==> config.mk <==
export PLATFORM = sky130hd
export DESIGN_NAME = dso_status_out
export DESIGN_NICKNAME = d
export VERILOG_FILES = /design/src/hdl/dso_pkg.sv /design/src/hdl/dso_status_out.sv
export SDC_FILE = /design/constraint.sdc
export NUM_CORES = 2
export LEC_CHECK = 0
export ABC_AREA = 0
export BUFFER_PORTS_ARGS = -buffer_cell sky130_fd_sc_hd__buf_4
export CORE_UTILIZATION = 50
export CTS_CLUSTER_DIAMETER = 30
export DETAILED_ROUTE_END_ITERATION = 6
export PLACE_DENSITY_LB_ADDON = 0.08
export SKIP_LAST_GASP = 1
export SYNTH_ARGS = -nofsm -noshare
export SYNTH_HDL_FRONTEND = slang
export SYNTH_SLANG_ARGS = --single-unit
==> constraint.sdc <==
create_clock -name clock -period 28.7 [get_ports clock]
set_input_delay 5.74 -clock clock [delete_from_list [all_inputs] [get_ports clock]]
set_output_delay 5.74 -clock clock [all_outputs]
set_load 0.02 [all_outputs]
==> src/hdl/dso_pkg.sv <==
// Purpose: Shared constants and types for the drive status output logic.
// Assumes: 32-bit APB data, one aligned word per register.
// Notes:   Speeds are signed rpm, widths and torque levels are in tenths of a percent.
package dso_pkg;

  // Register byte offsets.
  localparam logic [7:0] OFF_SEL_AB    = 8'h00;
  localparam logic [7:0] OFF_SEL_CR    = 8'h04;
  localparam logic [7:0] OFF_SPD_LVL1  = 8'h08;
  localparam logic [7:0] OFF_SPD_LVL2  = 8'h0C;
  localparam logic [7:0] OFF_SPD_LVL3  = 8'h10;
  localparam logic [7:0] OFF_METHOD    = 8'h14;
  localparam logic [7:0] OFF_ARR_WIDTH = 8'h18;
  localparam logic [7:0] OFF_AGR_WIDTH = 8'h1C;
  localparam logic [7:0] OFF_AGR_DELAY = 8'h20;
  localparam logic [7:0] OFF_TRQ_LVL   = 8'h24;
  localparam logic [7:0] OFF_OL_LVL    = 8'h28;
  localparam logic [7:0] OFF_MAX_SPEED = 8'h2C;
  localparam logic [7:0] OFF_STATUS    = 8'h30;
  localparam logic [7:0] OFF_COMM      = 8'h34;

  // Field positions inside the selection registers.
  localparam int SEL_LO_POS = 0;
  localparam int SEL_HI_POS = 8;

  // Reset values.
  localparam logic [7:0]  RST_SEL_A     = 8'h00;
  localparam logic [7:0]  RST_SEL_B     = 8'h05;
  localparam logic [7:0]  RST_SEL_C     = 8'h06;
  localparam logic [7:0]  RST_SEL_R     = 8'h04;
  localparam logic [13:0] RST_SPD_LVL1  = 14'h0064;
  localparam logic [15:0] RST_SPD_LVL2  = 16'h0064;
  localparam logic [15:0] RST_SPD_LVL3  = 16'h0064;
  localparam logic [3:0]  RST_METHOD    = 4'h0;
  localparam logic [7:0]  RST_ARR_WIDTH = 8'h0A;
  localparam logic [7:0]  RST_AGR_WIDTH = 8'h0A;
  localparam logic [9:0]  RST_AGR_DELAY = 10'h000;
  localparam logic [11:0] RST_TRQ_LVL   = 12'h3E8;
  localparam logic [6:0]  RST_OL_LVL    = 7'h50;
  localparam logic [13:0] RST_MAX_SPEED = 14'h05DC;

  // Selection codes and limits.
  localparam logic [7:0]  CODE_MAX      = 8'h12;
  localparam int          NUM_CODES     = 19;
  localparam logic [6:0]  OL_FULL       = 7'h64;
  localparam logic [15:0] WIDTH_SCALE   = 16'h03E8;

  // Timing: control clock and off-delay unit.
  localparam int CLK_HZ        = 40000000;
  localparam int DELAY_UNIT_MS = 1;
  localparam int CYCLES_PER_MS = CLK_HZ / 1000 * DELAY_UNIT_MS;

  // Flag index of each selection code.
  localparam int F_DCLINK = 0;
  localparam int F_RUN    = 1;
  localparam int F_ACC    = 2;
  localparam int F_DEC    = 3;
  localparam int F_NZS    = 4;
  localparam int F_ARR    = 5;
  localparam int F_AGR    = 6;
  localparam int F_TH1    = 7;
  localparam int F_TH2    = 8;
  localparam int F_TH3    = 9;
  localparam int F_TLIM   = 10;
  localparam int F_TRQ    = 11;
  localparam int F_OL     = 12;
  localparam int F_MOH    = 13;
  localparam int F_MOL    = 14;
  localparam int F_BRS    = 15;
  localparam int F_BRK    = 16;
  localparam int F_CDO    = 17;
  localparam int F_CERR   = 18;

  // Speed signals that the comparators use.
  typedef struct packed {
    logic signed [15:0] speed_feedback;
    logic signed [15:0] post_ramp_speed_setting;
    logic signed [15:0] ramp_input_setpoint;
    logic signed [15:0] updown_adjuster_output;
    logic signed [15:0] aux_speed_setting_two;
    logic signed [15:0] speed_bias;
  } dso_speed_s;

  // Protection and drive state levels.
  typedef struct packed {
    logic       dclink_not_under_uv;
    logic       inverter_running;
    logic       speed_exists;
    logic       torque_limited;
    logic       motor_overheat_warning;
    logic       motor_overload_warning;
    logic       inverter_overload_trip;
    logic       comm_error;
    logic       speed_limit_active;
    logic       updown_mode;
    logic [6:0] overload_percent;
  } dso_state_s;

endpackage

==> src/hdl/dso_status_out.sv <==
// Purpose: Drive status flags, their comparators, and the four selectable output terminals.
// Assumes: All inputs come from logic on the same control clock; no synchronisers needed.
// Notes:   Registers reached over APB with zero wait states; flags and outputs are registered.
//
// Chosen here: the APB interface to the registers and the register addresses.
module dso_status_out #(
  parameter int CYCLES_PER_MS = dso_pkg::CYCLES_PER_MS
) (
  input  wire logic               clock,
  input  wire logic               reset_n,
  input  wire logic               psel,
  input  wire logic               penable,
  input  wire logic               pwrite,
  input  wire logic [7:0]         paddr,
  input  wire logic [31:0]        pwdata,
  output logic      [31:0]        prdata,
  output logic                    pready,
  output logic                    pslverr,
  input  wire dso_pkg::dso_speed_s speeds,
  input  wire dso_pkg::dso_state_s state,
  input  wire logic signed [15:0] torque_command,
  output logic                    transistor_out_a,
  output logic                    transistor_out_b,
  output logic                    transistor_out_c,
  output logic                    relay_out
);

  ////////////////////////////////////////////////////////////////////////////
  // Helper functions.

  // Magnitude of a signed speed or torque.
  function automatic logic [15:0] mag(input logic signed [15:0] x);
    mag = x[15] ? 16'(-x) : 16'(x);
  endfunction

  // Band in rpm from a width in tenths of a percent of maximum speed.
  function automatic logic [15:0] band(input logic [7:0] w, input logic [13:0] mx);
    logic [21:0] p;
    p = 22'(w) * 22'(mx);
    band = 16'(p / 22'(dso_pkg::WIDTH_SCALE));
  endfunction

  // True while a lies within plus or minus b of c.
  function automatic logic in_band(input logic signed [15:0] a, input logic signed [15:0] c,
                                   input logic [15:0] b);
    logic signed [16:0] d;
    logic [16:0]        m;
    d = 17'(a) - 17'(c);
    m = d[16] ? 17'(-d) : 17'(d);
    in_band = (m <= 17'(b));
  endfunction

  // Flag picked by a selection code; unused codes give zero.
  function automatic logic pick(input logic [7:0] code, input logic [18:0] f);
    pick = (code <= dso_pkg::CODE_MAX) ? f[code[4:0]] : 1'b0;
  endfunction

  ////////////////////////////////////////////////////////////////////////////
  // Configuration registers.

  logic        [7:0]  sel_a_q;
  logic        [7:0]  sel_b_q;
  logic        [7:0]  sel_c_q;
  logic        [7:0]  sel_r_q;
  logic        [13:0] lvl1_q;
  logic signed [15:0] lvl2_q;
  logic signed [15:0] lvl3_q;
  logic        [3:0]  method_q;
  logic        [7:0]  arr_w_q;
  logic        [7:0]  agr_w_q;
  logic        [9:0]  agr_dly_q;
  logic        [11:0] trq_lvl_q;
  logic        [6:0]  ol_lvl_q;
  logic        [13:0] max_spd_q;
  logic               comm_do_q;
  logic        [18:0] flags_q;
  logic               wr_en;
  logic               known;

  assign wr_en   = psel && penable && pwrite;
  assign pready  = 1'b1;
  assign pslverr = psel && penable && !known;

  // Software writes to the configuration registers.
  always_ff @(posedge clock or negedge reset_n)
  begin
    if (!reset_n)
    begin
      sel_a_q   <= dso_pkg::RST_SEL_A;
      sel_b_q   <= dso_pkg::RST_SEL_B;
      sel_c_q   <= dso_pkg::RST_SEL_C;
      sel_r_q   <= dso_pkg::RST_SEL_R;
      lvl1_q    <= dso_pkg::RST_SPD_LVL1;
      lvl2_q    <= dso_pkg::RST_SPD_LVL2;
      lvl3_q    <= dso_pkg::RST_SPD_LVL3;
      method_q  <= dso_pkg::RST_METHOD;
      arr_w_q   <= dso_pkg::RST_ARR_WIDTH;
      agr_w_q   <= dso_pkg::RST_AGR_WIDTH;
      agr_dly_q <= dso_pkg::RST_AGR_DELAY;
      trq_lvl_q <= dso_pkg::RST_TRQ_LVL;
      ol_lvl_q  <= dso_pkg::RST_OL_LVL;
      max_spd_q <= dso_pkg::RST_MAX_SPEED;
      comm_do_q <= 1'b0;
    end
    else if (wr_en)
    begin
      unique case (paddr)
        dso_pkg::OFF_SEL_AB:
        begin
          sel_a_q <= pwdata[dso_pkg::SEL_LO_POS +: 8];
          sel_b_q <= pwdata[dso_pkg::SEL_HI_POS +: 8];
        end
        dso_pkg::OFF_SEL_CR:
        begin
          sel_c_q <= pwdata[dso_pkg::SEL_LO_POS +: 8];
          sel_r_q <= pwdata[dso_pkg::SEL_HI_POS +: 8];
        end
        dso_pkg::OFF_SPD_LVL1:  lvl1_q    <= pwdata[13:0];
        dso_pkg::OFF_SPD_LVL2:  lvl2_q    <= pwdata[15:0];
        dso_pkg::OFF_SPD_LVL3:  lvl3_q    <= pwdata[15:0];
        dso_pkg::OFF_METHOD:    method_q  <= pwdata[3:0];
        dso_pkg::OFF_ARR_WIDTH: arr_w_q   <= pwdata[7:0];
        dso_pkg::OFF_AGR_WIDTH: agr_w_q   <= pwdata[7:0];
        dso_pkg::OFF_AGR_DELAY: agr_dly_q <= pwdata[9:0];
        dso_pkg::OFF_TRQ_LVL:   trq_lvl_q <= pwdata[11:0];
        dso_pkg::OFF_OL_LVL:    ol_lvl_q  <= pwdata[6:0];
        dso_pkg::OFF_MAX_SPEED: max_spd_q <= pwdata[13:0];
        dso_pkg::OFF_COMM:      comm_do_q <= pwdata[0];
        default:                ;
      endcase
    end
  end

  // Read decode; the status word shows the registered flags.
  always_comb
  begin
    known  = 1'b1;
    prdata = 32'h0000_0000;
    unique case (paddr)
      dso_pkg::OFF_SEL_AB:    prdata = {16'h0000, sel_b_q, sel_a_q};
      dso_pkg::OFF_SEL_CR:    prdata = {16'h0000, sel_r_q, sel_c_q};
      dso_pkg::OFF_SPD_LVL1:  prdata = {18'h00000, lvl1_q};
      dso_pkg::OFF_SPD_LVL2:  prdata = {16'h0000, lvl2_q};
      dso_pkg::OFF_SPD_LVL3:  prdata = {16'h0000, lvl3_q};
      dso_pkg::OFF_METHOD:    prdata = {28'h0000000, method_q};
      dso_pkg::OFF_ARR_WIDTH: prdata = {24'h000000, arr_w_q};
      dso_pkg::OFF_AGR_WIDTH: prdata = {24'h000000, agr_w_q};
      dso_pkg::OFF_AGR_DELAY: prdata = {22'h000000, agr_dly_q};
      dso_pkg::OFF_TRQ_LVL:   prdata = {20'h00000, trq_lvl_q};
      dso_pkg::OFF_OL_LVL:    prdata = {25'h0000000, ol_lvl_q};
      dso_pkg::OFF_MAX_SPEED: prdata = {18'h00000, max_spd_q};
      dso_pkg::OFF_STATUS:    prdata = {9'h000, relay_out, transistor_out_c, transistor_out_b,
                                        transistor_out_a, flags_q};
      dso_pkg::OFF_COMM:      prdata = {31'h00000000, comm_do_q};
      default:                known  = 1'b0;
    endcase
  end

  ////////////////////////////////////////////////////////////////////////////
  // Comparators.

  logic signed [15:0] spd_th1;
  logic signed [15:0] spd_th2;
  logic signed [15:0] spd_th3;
  logic signed [15:0] lim2;
  logic signed [15:0] lim3;
  logic        [13:0] lim1;
  logic               th1;
  logic               th2;
  logic               th3;
  logic               arrival;
  logic               agree_in;
  logic               trq_over;
  logic               ol_warn;
  logic               braking;
  logic               suppress;
  logic               acc_raw;
  logic               dec_raw;
  logic signed [15:0] adj_prev_q;

  // Compared speed per detector: feedback for digit 0, command for digit 1.
  assign spd_th1 = method_q[1] ? speeds.post_ramp_speed_setting : speeds.speed_feedback;
  assign spd_th2 = method_q[2] ? speeds.post_ramp_speed_setting : speeds.speed_feedback;
  assign spd_th3 = method_q[3] ? speeds.post_ramp_speed_setting : speeds.speed_feedback;

  // Levels at or above the maximum speed compare as the maximum speed.
  assign lim1 = (lvl1_q >= max_spd_q) ? max_spd_q : lvl1_q;
  assign lim2 = (lvl2_q >= $signed({2'b00, max_spd_q})) ? $signed({2'b00, max_spd_q}) : lvl2_q;
  assign lim3 = (lvl3_q >= $signed({2'b00, max_spd_q})) ? $signed({2'b00, max_spd_q}) : lvl3_q;

  assign th1 = mag(spd_th1) > {2'b00, lim1};
  assign th2 = spd_th2 > lim2;
  assign th3 = spd_th3 > lim3;

  // Arrival and agreement bands scale with the maximum speed.
  assign arrival  = in_band(speeds.speed_feedback, speeds.ramp_input_setpoint,
                            band(arr_w_q, max_spd_q));
  assign agree_in = in_band(speeds.speed_feedback, speeds.post_ramp_speed_setting,
                            band(agr_w_q, max_spd_q));

  assign trq_over = mag(torque_command) > {4'h0, trq_lvl_q};

  // Warning once the overload accumulation reaches the level; at full level it equals the trip.
  assign ol_warn = (ol_lvl_q >= dso_pkg::OL_FULL) ? state.inverter_overload_trip
                                                   : (state.overload_percent >= ol_lvl_q);

  // Zero counts as positive on both signs.
  assign braking = torque_command[15] != speeds.speed_feedback[15];

  // Aux setting, bias or an active speed limit leave no valid ramp judgement.
  assign suppress = (speeds.aux_speed_setting_two != 16'sh0000) || (speeds.speed_bias != 16'sh0000) ||
                    state.speed_limit_active;

  // Direction judgement from the adjuster or from setpoint against feedback.
  always_comb
  begin
    acc_raw = 1'b0;
    dec_raw = 1'b0;
    if (state.updown_mode)
    begin
      acc_raw = speeds.updown_adjuster_output > adj_prev_q;
      dec_raw = speeds.updown_adjuster_output < adj_prev_q;
    end
    else if (!arrival)
    begin
      acc_raw = mag(speeds.ramp_input_setpoint) > mag(speeds.speed_feedback);
      dec_raw = mag(speeds.ramp_input_setpoint) < mag(speeds.speed_feedback);
    end
    if (suppress)
    begin
      acc_raw = 1'b0;
      dec_raw = 1'b0;
    end
  end

  // Previous adjuster output for the direction test.
  always_ff @(posedge clock or negedge reset_n)
  begin
    if (!reset_n)
      adj_prev_q <= 16'sh0000;
    else
      adj_prev_q <= speeds.updown_adjuster_output;
  end

  ////////////////////////////////////////////////////////////////////////////
  // Agreement off-delay.

  logic [31:0] tick_cnt_q;
  logic [9:0]  ms_cnt_q;
  logic        agree_q;
  logic        tick;

  assign tick = (tick_cnt_q == 32'(CYCLES_PER_MS - 1));

  // Runs the millisecond timer only while the flag is on and speed is out of band.
  always_ff @(posedge clock or negedge reset_n)
  begin
    if (!reset_n)
    begin
      tick_cnt_q <= 32'h0000_0000;
      ms_cnt_q   <= 10'h000;
      agree_q    <= 1'b0;
    end
    else if (agree_in)
    begin
      tick_cnt_q <= 32'h0000_0000;
      ms_cnt_q   <= 10'h000;
      agree_q    <= 1'b1;
    end
    else if (agree_q)
    begin
      if (ms_cnt_q >= agr_dly_q)
        agree_q <= 1'b0;
      else if (tick)
      begin
        tick_cnt_q <= 32'h0000_0000;
        ms_cnt_q   <= ms_cnt_q + 10'h001;
      end
      else
        tick_cnt_q <= tick_cnt_q + 32'h0000_0001;
    end
  end

  ////////////////////////////////////////////////////////////////////////////
  // Brake release.

  logic brs_q;

  // Released once torque passes its level; applied when speed drops below level one or on stop.
  always_ff @(posedge clock or negedge reset_n)
  begin
    if (!reset_n)
      brs_q <= 1'b0;
    else if (!state.inverter_running)
      brs_q <= 1'b0;
    else if (trq_over)
      brs_q <= 1'b1;
    else if (flags_q[dso_pkg::F_TH1] && !th1)
      brs_q <= 1'b0;
  end

  ////////////////////////////////////////////////////////////////////////////
  // Flag register and output multiplexers.

  logic [18:0] flags_d;

  // Flag vector indexed by selection code.
  always_comb
  begin
    flags_d                   = '0;
    flags_d[dso_pkg::F_DCLINK] = state.dclink_not_under_uv;
    flags_d[dso_pkg::F_RUN]    = state.inverter_running;
    flags_d[dso_pkg::F_ACC]    = acc_raw;
    flags_d[dso_pkg::F_DEC]    = dec_raw;
    flags_d[dso_pkg::F_NZS]    = state.speed_exists;
    flags_d[dso_pkg::F_ARR]    = arrival;
    flags_d[dso_pkg::F_AGR]    = agree_in || agree_q;
    flags_d[dso_pkg::F_TH1]    = th1;
    flags_d[dso_pkg::F_TH2]    = th2;
    flags_d[dso_pkg::F_TH3]    = th3;
    flags_d[dso_pkg::F_TLIM]   = state.torque_limited;
    flags_d[dso_pkg::F_TRQ]    = trq_over;
    flags_d[dso_pkg::F_OL]     = ol_warn;
    flags_d[dso_pkg::F_MOH]    = state.motor_overheat_warning;
    flags_d[dso_pkg::F_MOL]    = state.motor_overload_warning;
    flags_d[dso_pkg::F_BRS]    = brs_q;
    flags_d[dso_pkg::F_BRK]    = braking;
    flags_d[dso_pkg::F_CDO]    = comm_do_q;
    flags_d[dso_pkg::F_CERR]   = state.comm_error;
  end

  // Flags are sampled every cycle.
  always_ff @(posedge clock or negedge reset_n)
  begin
    if (!reset_n)
      flags_q <= '0;
    else
      flags_q <= flags_d;
  end

  // Each terminal picks its own flag; the same code gives the same signal.
  always_ff @(posedge clock or negedge reset_n)
  begin
    if (!reset_n)
    begin
      transistor_out_a <= 1'b0;
      transistor_out_b <= 1'b0;
      transistor_out_c <= 1'b0;
      relay_out        <= 1'b0;
    end
    else
    begin
      transistor_out_a <= pick(sel_a_q, flags_q);
      transistor_out_b <= pick(sel_b_q, flags_q);
      transistor_out_c <= pick(sel_c_q, flags_q);
      relay_out        <= pick(sel_r_q, flags_q);
    end
  end
endmodule

==> impl_results.md <==
- Status: completed
- Clk sink count: 225
- CTS tree: done
- Leak pwr: 16.2 nW
- Worst EP arrival: 19.22 ns
- Die Height: 257 um
- Critical Path Source Type: flip-flop
- Synth Flop Type: dfrtp_1
- Leading cell types by count after synthesis: nand2_1, ha_1, inv_1, nor2_1, a21oi_1
- Area after DPL: 34500 um^2
- Syn. warnings: 0
- Post-route design area: 36100 um^2
- Crit-path max FO: 22
- Fmax: 0.0534 GHz
- Post-DP HPWL: 75500 um
- Post-CTS Setup Bufs: 0
- Routed Antenna Nets: 0
- Via count: 29600
- Max-slew violation count: 0
- Buf+Inv Stages, Crit Path: 8
- Synth top area share: 14.8%
- Mean Syn Cell Area: 8.47 um^2
- Top Family by Delay on Critical Path: simple AND/OR/NAND/NOR gates
- Hold-fix buffers, CTS: 0
- Iteration-0 DRC Markers: 2324
- Pin count of the biggest net entering global routing: 129
- WL per Instance: 20.1 um
- Aggregate global routing overflow: 0
- Fillers: 6031
- Setup crit end kind: flip-flop
- I/O Pins: 212
- CP max-delay cell: dfstp_2
- Clock Path Buffers: 3
- Hold Crit Class: flip-flop to flip-flop
- Chip width: 257 um
- Most numerous cell in the Yosys netlist: nand2_1
- Root buffer cell: clkbuf_16
- Least-Margin Pin Slew: 1.21 ns
- Max stage delay on crit path: 0.93 ns
- Register Area: 5670 um^2
- Worst-path clk slew: 0.05 ns
- Worst-Skew Late Latency: 0.57 ns
- Via density: 6.14
- WHS: 0.398 ns
- Max-cap violations: 0
- Fraction of layout cells with a size suffix above 1: 15.9%
- Setup violations, final: 0
- Multi-input gate area: 25000 um^2
- Global Route Usage Sum: 29.2%
- Fin crit share: 65.3%
- Vias in the first global route: 28700
- # H-tree levels: 2
- Die Area: 65900 um^2
- Starting Density: 50.4%
- DP Worst Slack: 10.20 ns
- Initial antenna violation count: 5
- Clk_skew: 0.0399 ns
- DRC Markers: 0
- Fin crit period: 18.73 ns
- Top post-synthesis cells by area: dfrtp_1, ha_1, fa_1
- VDD IR-drop max: 0.0000443 V
- Rows: 93
- Synth cell types: 124
- Power, Total: 1.13 mW
- Layout area overhead: 11.1%
- Seq/Total Area, Yosys: 17.5%
- IO buf count: 185
- Setup Crit Path Kind: flip-flop to flip-flop
- Drt first pass iters: 6
- Post-synth EDFFs: 0
- Number of gates resized after cts: 0
- RSZ-0062 raised after global routing: no
- Core area: 64300 um^2
- Global-route wire length before repair: 157000 um
- Cell count after synthesis: 3832
- Post-Syn Area: 32500 um^2
- Final setup margin: 9.97 ns
- Final WL: 97000 um
- Synth area leader: dfrtp_1
- Yosys reg bits: 225
- Total CTS buffers: 45
- Critical path required time: 29.19 ns
- Placer's final routability congestion estimate: 0.955
- Post-synth ARST share: 100%
- Most frequent CP cell: nor2_1
- Slew headroom: 19.2%
- Final hold violation count: 0
- Final Net Count: 4551
- Setup TNS: 0 ns
- Pwr Density: 31.3 nW/um^2
## cell usage in the layout (no fill, tap or decap), drive strengths merged, types with 25 or more instances in the layout
cell / n
a211oi: 28
a21o: 61
a21oi: 203
a221oi: 35
a22oi: 35
a31oi: 48
and2: 199
and3: 44
buf: 219
clkbuf: 54
dfrtp: 192
dfstp: 33
fa: 146
ha: 299
inv: 286
mux2: 182
mux2i: 85
nand2: 306
nand2b: 51
nand3: 84
nand4: 71
nor2: 225
nor2b: 46
nor3: 92
nor4: 42
o211ai: 36
o21ai: 211
o31ai: 32
or2: 25
or3: 36
xnor2: 123
xor2: 66
## final timing paths
path,startpoint,to,slack [ns],depth (start not counted)
max in group asynchronous,reset_n,adj_prev_q[5],21.46,3
worst min-delay path,brs_q,flags_q[15],0.40,0
min in group asynchronous,reset_n,transistor_out_a,5.25,1
worst max register to register,max_spd_q[10],ms_cnt_q[7],9.97,65
worst min register to register,brs_q,flags_q[15],0.40,0
worst max-delay path,max_spd_q[10],ms_cnt_q[7],9.97,65
## power by group
| part | internal, mW | switching, mW | total [mW] |
|---|---|---|---|
| combinational | 0.106 | 0.128 | 0.235 |
| clock | 0.357 | 0.190 | 0.547 |
| sequential | 0.330 | 0.0180 | 0.348 |
| total | 0.793 | 0.336 | 1.13 |
## cell families (layout without fill, tap and decap cells)
group	Yosys count	after routing	share of synthesized area [%]
AOI/OAI and AO/OA	955	955	20.5
xor gates and xnor gates	189	189	5.15
adders and majority gates	448	448	20.6
buffers and inverters	450	578	5.54
DFF	225	225	17.5
muxes	283	283	10.1
other	2	11	0.0231
and+or+nand+nor	1280	1280	20.5
## through the flow
stage / utilization, % / std cells
2_1_floorplan: - / 3840
3_3_place_gp: 53.6 / 4740
3_5_place_dp: 53.6 / 4740
4_1_cts: 56.1 / 4823
5_1_grt: 56.1 / 4824
6_report: 56.1 / 4824
## flip-flops by register name (all words and copies together), names as in the netlist, 4 cells and up
name,cells
lvl3_q,16
ms_cnt_q,10
sel_b_q,8
sel_c_q,8
tick_cnt_q,32
trq_lvl_q,12
ol_lvl_q,7
method_q,4
max_spd_q,14
flags_q,19
arr_w_q,8
sel_r_q,8
lvl2_q,16
adj_prev_q,16
lvl1_q,14
agr_w_q,8
sel_a_q,8
agr_dly_q,10
## area by class of cell
| type | count | area share, % |
|---|---|---|
| antenna | 1 | 0.00694 |
| multi-input combinational | 3165 | 69.4 |
| inverter | 276 | 2.87 |
| tap | 855 | 2.97 |
| sequential | 225 | 15.7 |
| timing repair buffer | 219 | 4.58 |
| clock buffer | 54 | 3.30 |
| clock inverter | 29 | 1.15 |
## metal layers
layer	routed length [um]	track usage, %
met1	43800	40.1
met2	45000	47.7
met3	5110	3.14
met4	3120	9.51
met5	31	0
(Power assumes the default switching activity.)
